===== src/rtl/uart_host_port_map.vh =====
// constants for the host-side parallel port of a four-channel uart
// assumes the includer works at a 250 mhz system clock
`ifndef UART_HOST_PORT_MAP_VH
`define UART_HOST_PORT_MAP_VH
`define CLK_PERIOD_PS 4000
`define SETUP_TIME_NS 10
`define STROBE_TIME_NS 40
`define HOLD_TIME_NS 10
`define CYC_OF(ns) (((ns) * 1000 + `CLK_PERIOD_PS - 1) / `CLK_PERIOD_PS)
`define SETUP_CYCLES `CYC_OF(`SETUP_TIME_NS)
`define STROBE_CYCLES `CYC_OF(`STROBE_TIME_NS)
`define HOLD_CYCLES `CYC_OF(`HOLD_TIME_NS)
`define CHAN_A 2'h0
`define CHAN_B 2'h1
`define CHAN_C 2'h2
`define CHAN_D 2'h3
`endif


===== src/rtl/phase_timer.v =====
// down counter that pulses done when a loaded count has run out
// assumes load and count come from logic on the same clock
`timescale 1ns/1ps
module phase_timer #(
	parameter WIDTH = 8
) (
	input wire clk_in,
	input wire arst_n_in,
	input wire load_in,
	input wire [WIDTH-1:0] count_in,
	output reg done_out
);
	reg [WIDTH-1:0] remaining;
	always @(posedge clk_in or negedge arst_n_in) begin
		if (!arst_n_in) begin
			remaining <= {WIDTH{1'b0}};
			done_out <= 1'b0;
		end else if (load_in) begin
			remaining <= count_in;
			done_out <= 1'b0;
		end else if (remaining != {WIDTH{1'b0}}) begin
			remaining <= remaining - {{(WIDTH-1){1'b0}}, 1'b1};
			done_out <= (remaining == {{(WIDTH-1){1'b0}}, 1'b1});
		end else begin
			done_out <= 1'b0;
		end
	end
endmodule


===== src/rtl/uart_host_port.v =====
// host controller driving the parallel register port of a four-channel uart
// assumes the device pins connect directly; the bench resolves the data wire from the enable
// Overview of operation
// drive three-bit register address every access
// eight-bit data bus; host drives on writes
// mode input chooses strobe or direction style
// read strobe low, capture data at rise
// write strobe low, data held through rise
// strobe mode: one chip select per channel
// direction mode: read strobe held high
// direction mode: write pin high reads
// direction mode: channel a select qualifies
// direction mode: b, c selects carry channel
// direction mode: channel d select held high
// channel number binary, a=00 to d=11
// device floats bus outside selected reads
`timescale 1ns/1ps
`include "uart_host_port_map.vh"
module uart_host_port #(
	parameter CNT_WIDTH = 8,
	parameter SETUP_CYC = `SETUP_CYCLES,
	parameter STROBE_CYC = `STROBE_CYCLES,
	parameter HOLD_CYC = `HOLD_CYCLES
) (
	input wire CLK_SYS_IN,
	input wire ARST_N_IN,
	input wire STROBE_MODE_IN,
	input wire REQ_VALID_IN,
	input wire REQ_WRITE_IN,
	input wire [1:0] REQ_CHAN_IN,
	input wire [2:0] REQ_ADDR_IN,
	input wire [7:0] REQ_WDATA_IN,
	output reg REQ_READY_OUT,
	output reg RESP_VALID_OUT,
	output reg [7:0] RESP_RDATA_OUT,
	output reg [2:0] REG_ADDR_OUT,
	input wire [7:0] HOST_DATA_IN,
	output reg [7:0] HOST_DATA_OUT,
	output reg HOST_DATA_OE_OUT,
	output reg READ_STROBE_N_OUT,
	output reg WRITE_STROBE_N_OUT,
	output reg CHAN_A_SELECT_N_OUT,
	output reg CHAN_B_SELECT_N_OUT,
	output reg CHAN_C_SELECT_N_OUT,
	output reg CHAN_D_SELECT_N_OUT,
	output reg BUS_STYLE_OUT
);
	localparam IDLE = 2'h0;
	localparam SETUP = 2'h1;
	localparam STROBE = 2'h2;
	localparam HOLD = 2'h3;

	reg [1:0] state;
	reg [1:0] next_state;
	reg [7:0] data_meta;
	reg [7:0] data_sync;
	reg mode_meta;
	reg mode_sync;
	reg is_write;
	reg load;
	reg [CNT_WIDTH-1:0] load_count;
	reg next_is_write;
	reg next_req_ready;
	reg next_resp_valid;
	reg [7:0] next_resp_rdata;
	reg [2:0] next_reg_addr;
	reg [7:0] next_host_data;
	reg next_host_data_oe;
	reg next_read_strobe_n;
	reg next_write_strobe_n;
	reg [3:0] next_select_n;
	reg next_bus_style;
	wire [3:0] select_n;
	wire take;
	wire timer_done;

	// chip select lines for a channel in strobe mode: one low, others high
	function [3:0] sel_onehot_n;
		input [1:0] c;
		begin
			sel_onehot_n = ~(4'h1 << c);
		end
	endfunction

	// direction mode: channel number on the b and c pins, a and d parked high
	function [3:0] dir_select_n;
		input [1:0] c;
		begin
			dir_select_n = {1'b1, c[1], c[0], 1'b1};
		end
	endfunction

	// timer load for the phase that is being entered
	function [CNT_WIDTH-1:0] phase_cycles;
		input [1:0] s;
		begin
			case (s)
				SETUP: begin
					phase_cycles = SETUP_CYC[CNT_WIDTH-1:0];
				end
				STROBE: begin
					phase_cycles = STROBE_CYC[CNT_WIDTH-1:0];
				end
				HOLD: begin
					phase_cycles = HOLD_CYC[CNT_WIDTH-1:0];
				end
				default: begin
					phase_cycles = {CNT_WIDTH{1'b0}};
				end
			endcase
		end
	endfunction

	// two flip-flops on the pin inputs
	always @(posedge CLK_SYS_IN or negedge ARST_N_IN) begin
		if (!ARST_N_IN) begin
			data_meta <= 8'h00;
			data_sync <= 8'h00;
			mode_meta <= 1'b1;
			mode_sync <= 1'b1;
		end else begin
			data_meta <= HOST_DATA_IN;
			data_sync <= data_meta;
			mode_meta <= STROBE_MODE_IN;
			mode_sync <= mode_meta;
		end
	end

	phase_timer #(
		.WIDTH(CNT_WIDTH)
	) u_timer (
		.clk_in(CLK_SYS_IN),
		.arst_n_in(ARST_N_IN),
		.load_in(load),
		.count_in(load_count),
		.done_out(timer_done)
	);

	assign select_n = {CHAN_D_SELECT_N_OUT, CHAN_C_SELECT_N_OUT, CHAN_B_SELECT_N_OUT,
		CHAN_A_SELECT_N_OUT};
	assign take = REQ_VALID_IN && REQ_READY_OUT;

	always @* begin
		next_state = state;
		load = 1'b0;
		load_count = {CNT_WIDTH{1'b0}};
		case (state)
			IDLE: begin
				if (take) begin
					next_state = SETUP;
					load = 1'b1;
					load_count = phase_cycles(SETUP);
				end
			end
			SETUP: begin
				if (timer_done) begin
					next_state = STROBE;
					load = 1'b1;
					load_count = phase_cycles(STROBE);
				end
			end
			STROBE: begin
				if (timer_done) begin
					next_state = HOLD;
					load = 1'b1;
					load_count = phase_cycles(HOLD);
				end
			end
			HOLD: begin
				if (timer_done) begin
					next_state = IDLE;
				end
			end
			default: begin
				next_state = IDLE;
			end
		endcase
	end

	// handshake side: ready, read return and the latched direction
	always @* begin
		next_is_write = is_write;
		next_req_ready = REQ_READY_OUT;
		next_resp_valid = 1'b0;
		next_resp_rdata = RESP_RDATA_OUT;
		case (state)
			IDLE: begin
				next_req_ready = !take;
				if (take) begin
					next_is_write = REQ_WRITE_IN;
				end
			end
			SETUP: begin
				next_req_ready = 1'b0;
			end
			STROBE: begin
				// sample before the strobe rises; device drives until then
				if (timer_done && !is_write) begin
					next_resp_rdata = data_sync;
					next_resp_valid = 1'b1;
				end
			end
			HOLD: begin
				next_req_ready = timer_done;
			end
			default: begin
				next_req_ready = 1'b0;
			end
		endcase
	end

	// pin side: every pin but the style pin holds unless the phase that is ending moves it; the style pin follows the mode input while idle
	always @* begin
		next_reg_addr = REG_ADDR_OUT;
		next_host_data = HOST_DATA_OUT;
		next_host_data_oe = HOST_DATA_OE_OUT;
		next_read_strobe_n = READ_STROBE_N_OUT;
		next_write_strobe_n = WRITE_STROBE_N_OUT;
		next_select_n = select_n;
		next_bus_style = BUS_STYLE_OUT;
		case (state)
			IDLE: begin
				if (take) begin
					next_reg_addr = REQ_ADDR_IN;
					next_host_data = REQ_WDATA_IN;
					next_host_data_oe = REQ_WRITE_IN;
					next_read_strobe_n = 1'b1;
					if (BUS_STYLE_OUT) begin
						next_write_strobe_n = 1'b1;
						next_select_n = sel_onehot_n(REQ_CHAN_IN);
					end else begin
						next_write_strobe_n = ~REQ_WRITE_IN;
						next_select_n = dir_select_n(REQ_CHAN_IN);
					end
				end else begin
					// the style pin moves only between accesses, never under one
					next_bus_style = mode_sync;
				end
			end
			SETUP: begin
				if (timer_done) begin
					if (BUS_STYLE_OUT) begin
						next_read_strobe_n = is_write;
						next_write_strobe_n = ~is_write;
					end else begin
						next_select_n[0] = 1'b0;
					end
				end
			end
			STROBE: begin
				if (timer_done) begin
					if (BUS_STYLE_OUT) begin
						next_read_strobe_n = 1'b1;
						next_write_strobe_n = 1'b1;
					end else begin
						next_select_n[0] = 1'b1;
					end
				end
			end
			HOLD: begin
				if (timer_done) begin
					next_host_data_oe = 1'b0;
					next_select_n = 4'hf;
					next_write_strobe_n = 1'b1;
				end
			end
			default: begin
				next_select_n = 4'hf;
			end
		endcase
	end

	always @(posedge CLK_SYS_IN or negedge ARST_N_IN) begin
		if (!ARST_N_IN) begin
			state <= IDLE;
			is_write <= 1'b0;
			REQ_READY_OUT <= 1'b0;
			RESP_VALID_OUT <= 1'b0;
			RESP_RDATA_OUT <= 8'h00;
			REG_ADDR_OUT <= 3'h0;
			HOST_DATA_OUT <= 8'h00;
			HOST_DATA_OE_OUT <= 1'b0;
			READ_STROBE_N_OUT <= 1'b1;
			WRITE_STROBE_N_OUT <= 1'b1;
			CHAN_A_SELECT_N_OUT <= 1'b1;
			CHAN_B_SELECT_N_OUT <= 1'b1;
			CHAN_C_SELECT_N_OUT <= 1'b1;
			CHAN_D_SELECT_N_OUT <= 1'b1;
			BUS_STYLE_OUT <= 1'b1;
		end else begin
			state <= next_state;
			is_write <= next_is_write;
			REQ_READY_OUT <= next_req_ready;
			RESP_VALID_OUT <= next_resp_valid;
			RESP_RDATA_OUT <= next_resp_rdata;
			REG_ADDR_OUT <= next_reg_addr;
			HOST_DATA_OUT <= next_host_data;
			HOST_DATA_OE_OUT <= next_host_data_oe;
			READ_STROBE_N_OUT <= next_read_strobe_n;
			WRITE_STROBE_N_OUT <= next_write_strobe_n;
			CHAN_A_SELECT_N_OUT <= next_select_n[0];
			CHAN_B_SELECT_N_OUT <= next_select_n[1];
			CHAN_C_SELECT_N_OUT <= next_select_n[2];
			CHAN_D_SELECT_N_OUT <= next_select_n[3];
			BUS_STYLE_OUT <= next_bus_style;
		end
	end
endmodule


===== config.mk =====
export PLATFORM = sky130hd
export DESIGN_NAME = uart_host_port
export DESIGN_NICKNAME = d
export VERILOG_FILES = /design/src/rtl/phase_timer.v /design/src/rtl/uart_host_port.v
export VERILOG_INCLUDE_DIRS = /design/src /design/src/rtl
export SDC_FILE = /design/constraint.sdc
export NUM_CORES = 1
export LEC_CHECK = 0
export BUFFER_PORTS_ARGS = -buffer_cell sky130_fd_sc_hd__buf_2
export CORE_MARGIN = 8
export CORE_UTILIZATION = 45
export CTS_CLUSTER_DIAMETER = 80
export DETAILED_ROUTE_END_ITERATION = 10
export PLACE_DENSITY = 0.67
export SETUP_SLACK_MARGIN = 0.02
export SLEW_MARGIN = 10
export SYNTH_ARGS = -nofsm -noshare
export SYNTH_HDL_FRONTEND = slang
export SYNTH_SLANG_ARGS = --single-unit

===== constraint.sdc =====
create_clock -name CLK_SYS_IN -period 2.5 [get_ports CLK_SYS_IN]
set_input_delay 0.375 -clock CLK_SYS_IN [delete_from_list [all_inputs] [get_ports CLK_SYS_IN]]
set_output_delay 0.375 -clock CLK_SYS_IN [all_outputs]
set_load 0.05 [all_outputs]

==> flow_summary.json <==
{
  "ys_seq_elements": 59,
  "hold_path_startpoint": "STROBE_MODE_IN",
  "syn_inst": 182,
  "cts_tree": "built",
  "ys.flop_type": "dfrtp_1",
  "postCtsSetupBuffers": 0,
  "ios": 55,
  "reg2reg_to": "HOST_DATA_OE_OUT$_DFFE_PN0P_",
  "p_leak_nw": 1.38,
  "antenna_found_initial": 0,
  "syn_area_mm2": 0.00245,
  "clk_pin_slew_ns": 0.07,
  "antenna_cells": 0,
  "place.gp.congestion": 0.837,
  "yosys.area_share.simple_pct": 10.2,
  "rr_startpoint": "state[0]$_DFFE_PN0P_",
  "instances_no_fill": 323,
  "cts_root_buffer": "clkbuf_8",
  "viasPerCell": 5.09,
  "tns_ns": 0,
  "port_buffers": 54,
  "worstPathArrival_ns": 2.29,
  "fillers": 445,
  "r2r_slack_ns": 0.44,
  "holdWs_ns": 0.139,
  "coreArea_mm2": 0.00537,
  "endpoint_kind": "flip-flop",
  "fin_util_pct": 55.8,
  "worst_pin_slew_ns": 0.731,
  "yosys_warnings": 0,
  "die_area_mm2": 0.00805,
  "r2r_cells": 5,
  "wl_per_cell_um": 15.5,
  "die_w_um": 89.7,
  "ir_drop_uv": 942,
  "drv_cap": 0,
  "syn-num-nets": 216,
  "synth_top_family_by_area": "multiplexers",
  "drv_slew": 0,
  "synth_xor_area_share_pct": 0,
  "critPathMaxFanout": 7,
  "yosysUniqueCellTypes": 37,
  "dp_hpwl_mm": 3.60,
  "synth_top_area_share_pct": 51.1,
  "finalCritPeriodShare_pct": 82.5,
  "initial_utilization_pct": 45.6,
  "grt_use_total_pct": 13.0,
  "ctsResizeCount": 0,
  "fmax_mhz": 485,
  "syn2layout_area_growth_pct": 22.5,
  "h-tree-depth": 3,
  "finClkSkew_ns": 0.00633,
  "worst_hold_path_type": "primary input to flip-flop",
  "power_mw": 4.53,
  "min_to": "mode_meta$_DFF_PN1_",
  "synthTopCellsByArea": "dfrtp_1 (51%), mux2_2 (13%), dfstp_2 (9.7%)",
  "synth-edff-count": 0,
  "drtAntennaViolNets": 0,
  "powerDensity_mw_per_mm2": 1510,
  "drive_gt1_share_pct": 45.8,
  "hold_depth": 1,
  "grt_pass1_wl_mm": 8.49,
  "wl_mm": 5.02,
  "grt_start_max_net_pins": 44,
  "setup_violations": 0,
  "avgSynthCellArea_um2": 13.4,
  "cts_buffers": 9,
  "clock_sinks": 59,
  "synthAdderAreaFrac_pct": 4.09,
  "dp_cells": 306,
  "hold_buffers": 1,
  "min_period_ns": 2.06,
  "grt_overflow": 0,
  "dr.first_iter.drc_count": 125,
  "seq_area_frac_synth_pct": 60.8,
  "final_nets": 280,
  "slew_headroom_pct": 50.8,
  "insertion_delay_ns": 0.34,
  "die_h_um": 89.7,
  "cts.path.max_buffers": 2,
  "synthDominantAreaCellType": "dfrtp_1",
  "synthMuxAreaShare_pct": 13.3,
  "drcViolationCount": 0,
  "hold_viol": 0,
  "crit_required_ns": 2.72,
  "vias": 1645,
  "status": "finished clean",
  "synth_compound_area_share_pct": 9.56,
  "dr.pass1.iters": 4,
  "crit_type": "flip-flop to flip-flop",
  "rows": 27,
  "grt_pass1_vias": 1779,
  "synthArstFlopShare_pct": 100,
  "cp-start-kind": "flip-flop",
  "rsz0062_at_grt": "false"
}
per-layer routing:
metal  routed length [µm]  part of all wire (%)  vias up  global-route usage (%)
met4                  123                   2.5        0                    8.04
met1                 2260                    45      791                    15.4
li1                     -                     -      795                       -
met3                  332                   6.6       13                    4.82
met5                    0                     0        -                       0
met2                 2300                    46       46                    19.8
Yosys cell counts (3+ instances only):
master	n
dfrtp_1	50
mux2_2	29
a21oi_1	9
dfstp_2	9
ha_1	8
nor2_1	8
inv_1	7
nor3_1	5
nand2_1	4
o21ai_0	4
o31ai_1	4
a211oi_1	3
a2bb2oi_1	3
and3b_1	3
clkbuf_1	3
nand2b_1	3
nor2b_1	3
cells by family after synthesis:
family | after synthesis
compound gates | 34
fa+ha+maj | 8
buf+inv | 11
flops | 59
mux | 29
simple gates | 41
layout make-up:
type | instances | area [µm²] | share of cell area, %
Sequential cell | 59 | 1490 | 49.6
Timing Repair Buffer | 57 | 308 | 10.3
Inverter | 7 | 26.3 | 0.876
Tap cell | 72 | 90.1 | 3.00
Clock inverter | 7 | 52.6 | 1.75
Multi-Input combinational cell | 112 | 911 | 30.4
Clock buffer | 9 | 124 | 4.13
power by group:
| group | internal, mW | total (mW) | switching, mW |
|---|---|---|---|
| Combinational | 0.758 | 2.19 | 1.43 |
| Clock | 0.363 | 0.760 | 0.397 |
| Sequential | 1.33 | 1.58 | 0.254 |
sequential cells by signal (all words and copies together) (netlist names):
register	count
READ_STROBE_N_OUT	1
data_meta	8
WRITE_STROBE_N_OUT	1
u_timer.done_out	1
CHAN_B_SELECT_N_OUT	1
RESP_VALID_OUT	1
RESP_RDATA_OUT	8
mode_sync	1
REG_ADDR_OUT	3
u_timer.remaining	8
data_sync	8
HOST_DATA_OUT	8
REQ_READY_OUT	1
CHAN_D_SELECT_N_OUT	1
HOST_DATA_OE_OUT	1
CHAN_A_SELECT_N_OUT	1
BUS_STYLE_OUT	1
CHAN_C_SELECT_N_OUT	1
mode_meta	1
state	2
is_write	1
worst max-delay path, cell delays in order, from the launching register on:
cell	delay, ns
dfrtp_1	0.43
inv_1	0.10
ha_1	0.24
a21boi_1	0.21
nor3_1	0.58
mux2_2	0.40
cells in the final DEF, fill, tap and decap left out, drive strengths merged, types with 2 or more instances in the layout:
master   count
inv          8
a21boi       3
or2          2
nand2b       3
and3b        3
or3          2
o21bai       2
nand2        4
nor2         8
nor2b        3
buf         56
a211oi       3
mux2        29
clkbuf       9
a2bb2oi      3
o31ai        4
dfrtp       50
nand4b       2
clkinv       5
nor3         5
dfstp        9
or4          3
o32ai        2
ha           8
a21oi        9
o21ai        4
how the worst max path moves through the flow:
stage	startpoint	to	slack (ns)	cells after the start
after detailed placement	state[0]$_DFFE_PN0P_	HOST_DATA_OE_OUT$_DFFE_PN0P_	0.49	5
after floorplan	REQ_READY_OUT$_DFFE_PN0P_	HOST_DATA_OE_OUT$_DFFE_PN0P_	0.65	3
after global placement	state[0]$_DFFE_PN0P_	HOST_DATA_OE_OUT$_DFFE_PN0P_	0.53	5
after CTS	state[0]$_DFFE_PN0P_	HOST_DATA_OE_OUT$_DFFE_PN0P_	0.48	5
final	state[0]$_DFFE_PN0P_	HOST_DATA_OE_OUT$_DFFE_PN0P_	0.44	5
after global routing	state[0]$_DFFE_PN0P_	state[1]$_DFFE_PN0P_	0.34	5
metrics by stage:
step | setup WS, ns | area (µm²)
floorplan | 0.645 | 2450
global placement | 0.533 | 2810
detailed placement | 0.488 | 2810
CTS | 0.481 | 3000
global route | 0.341 | 3000
finish | 0.437 | 3000
Power figures use the tool's default switching activity.
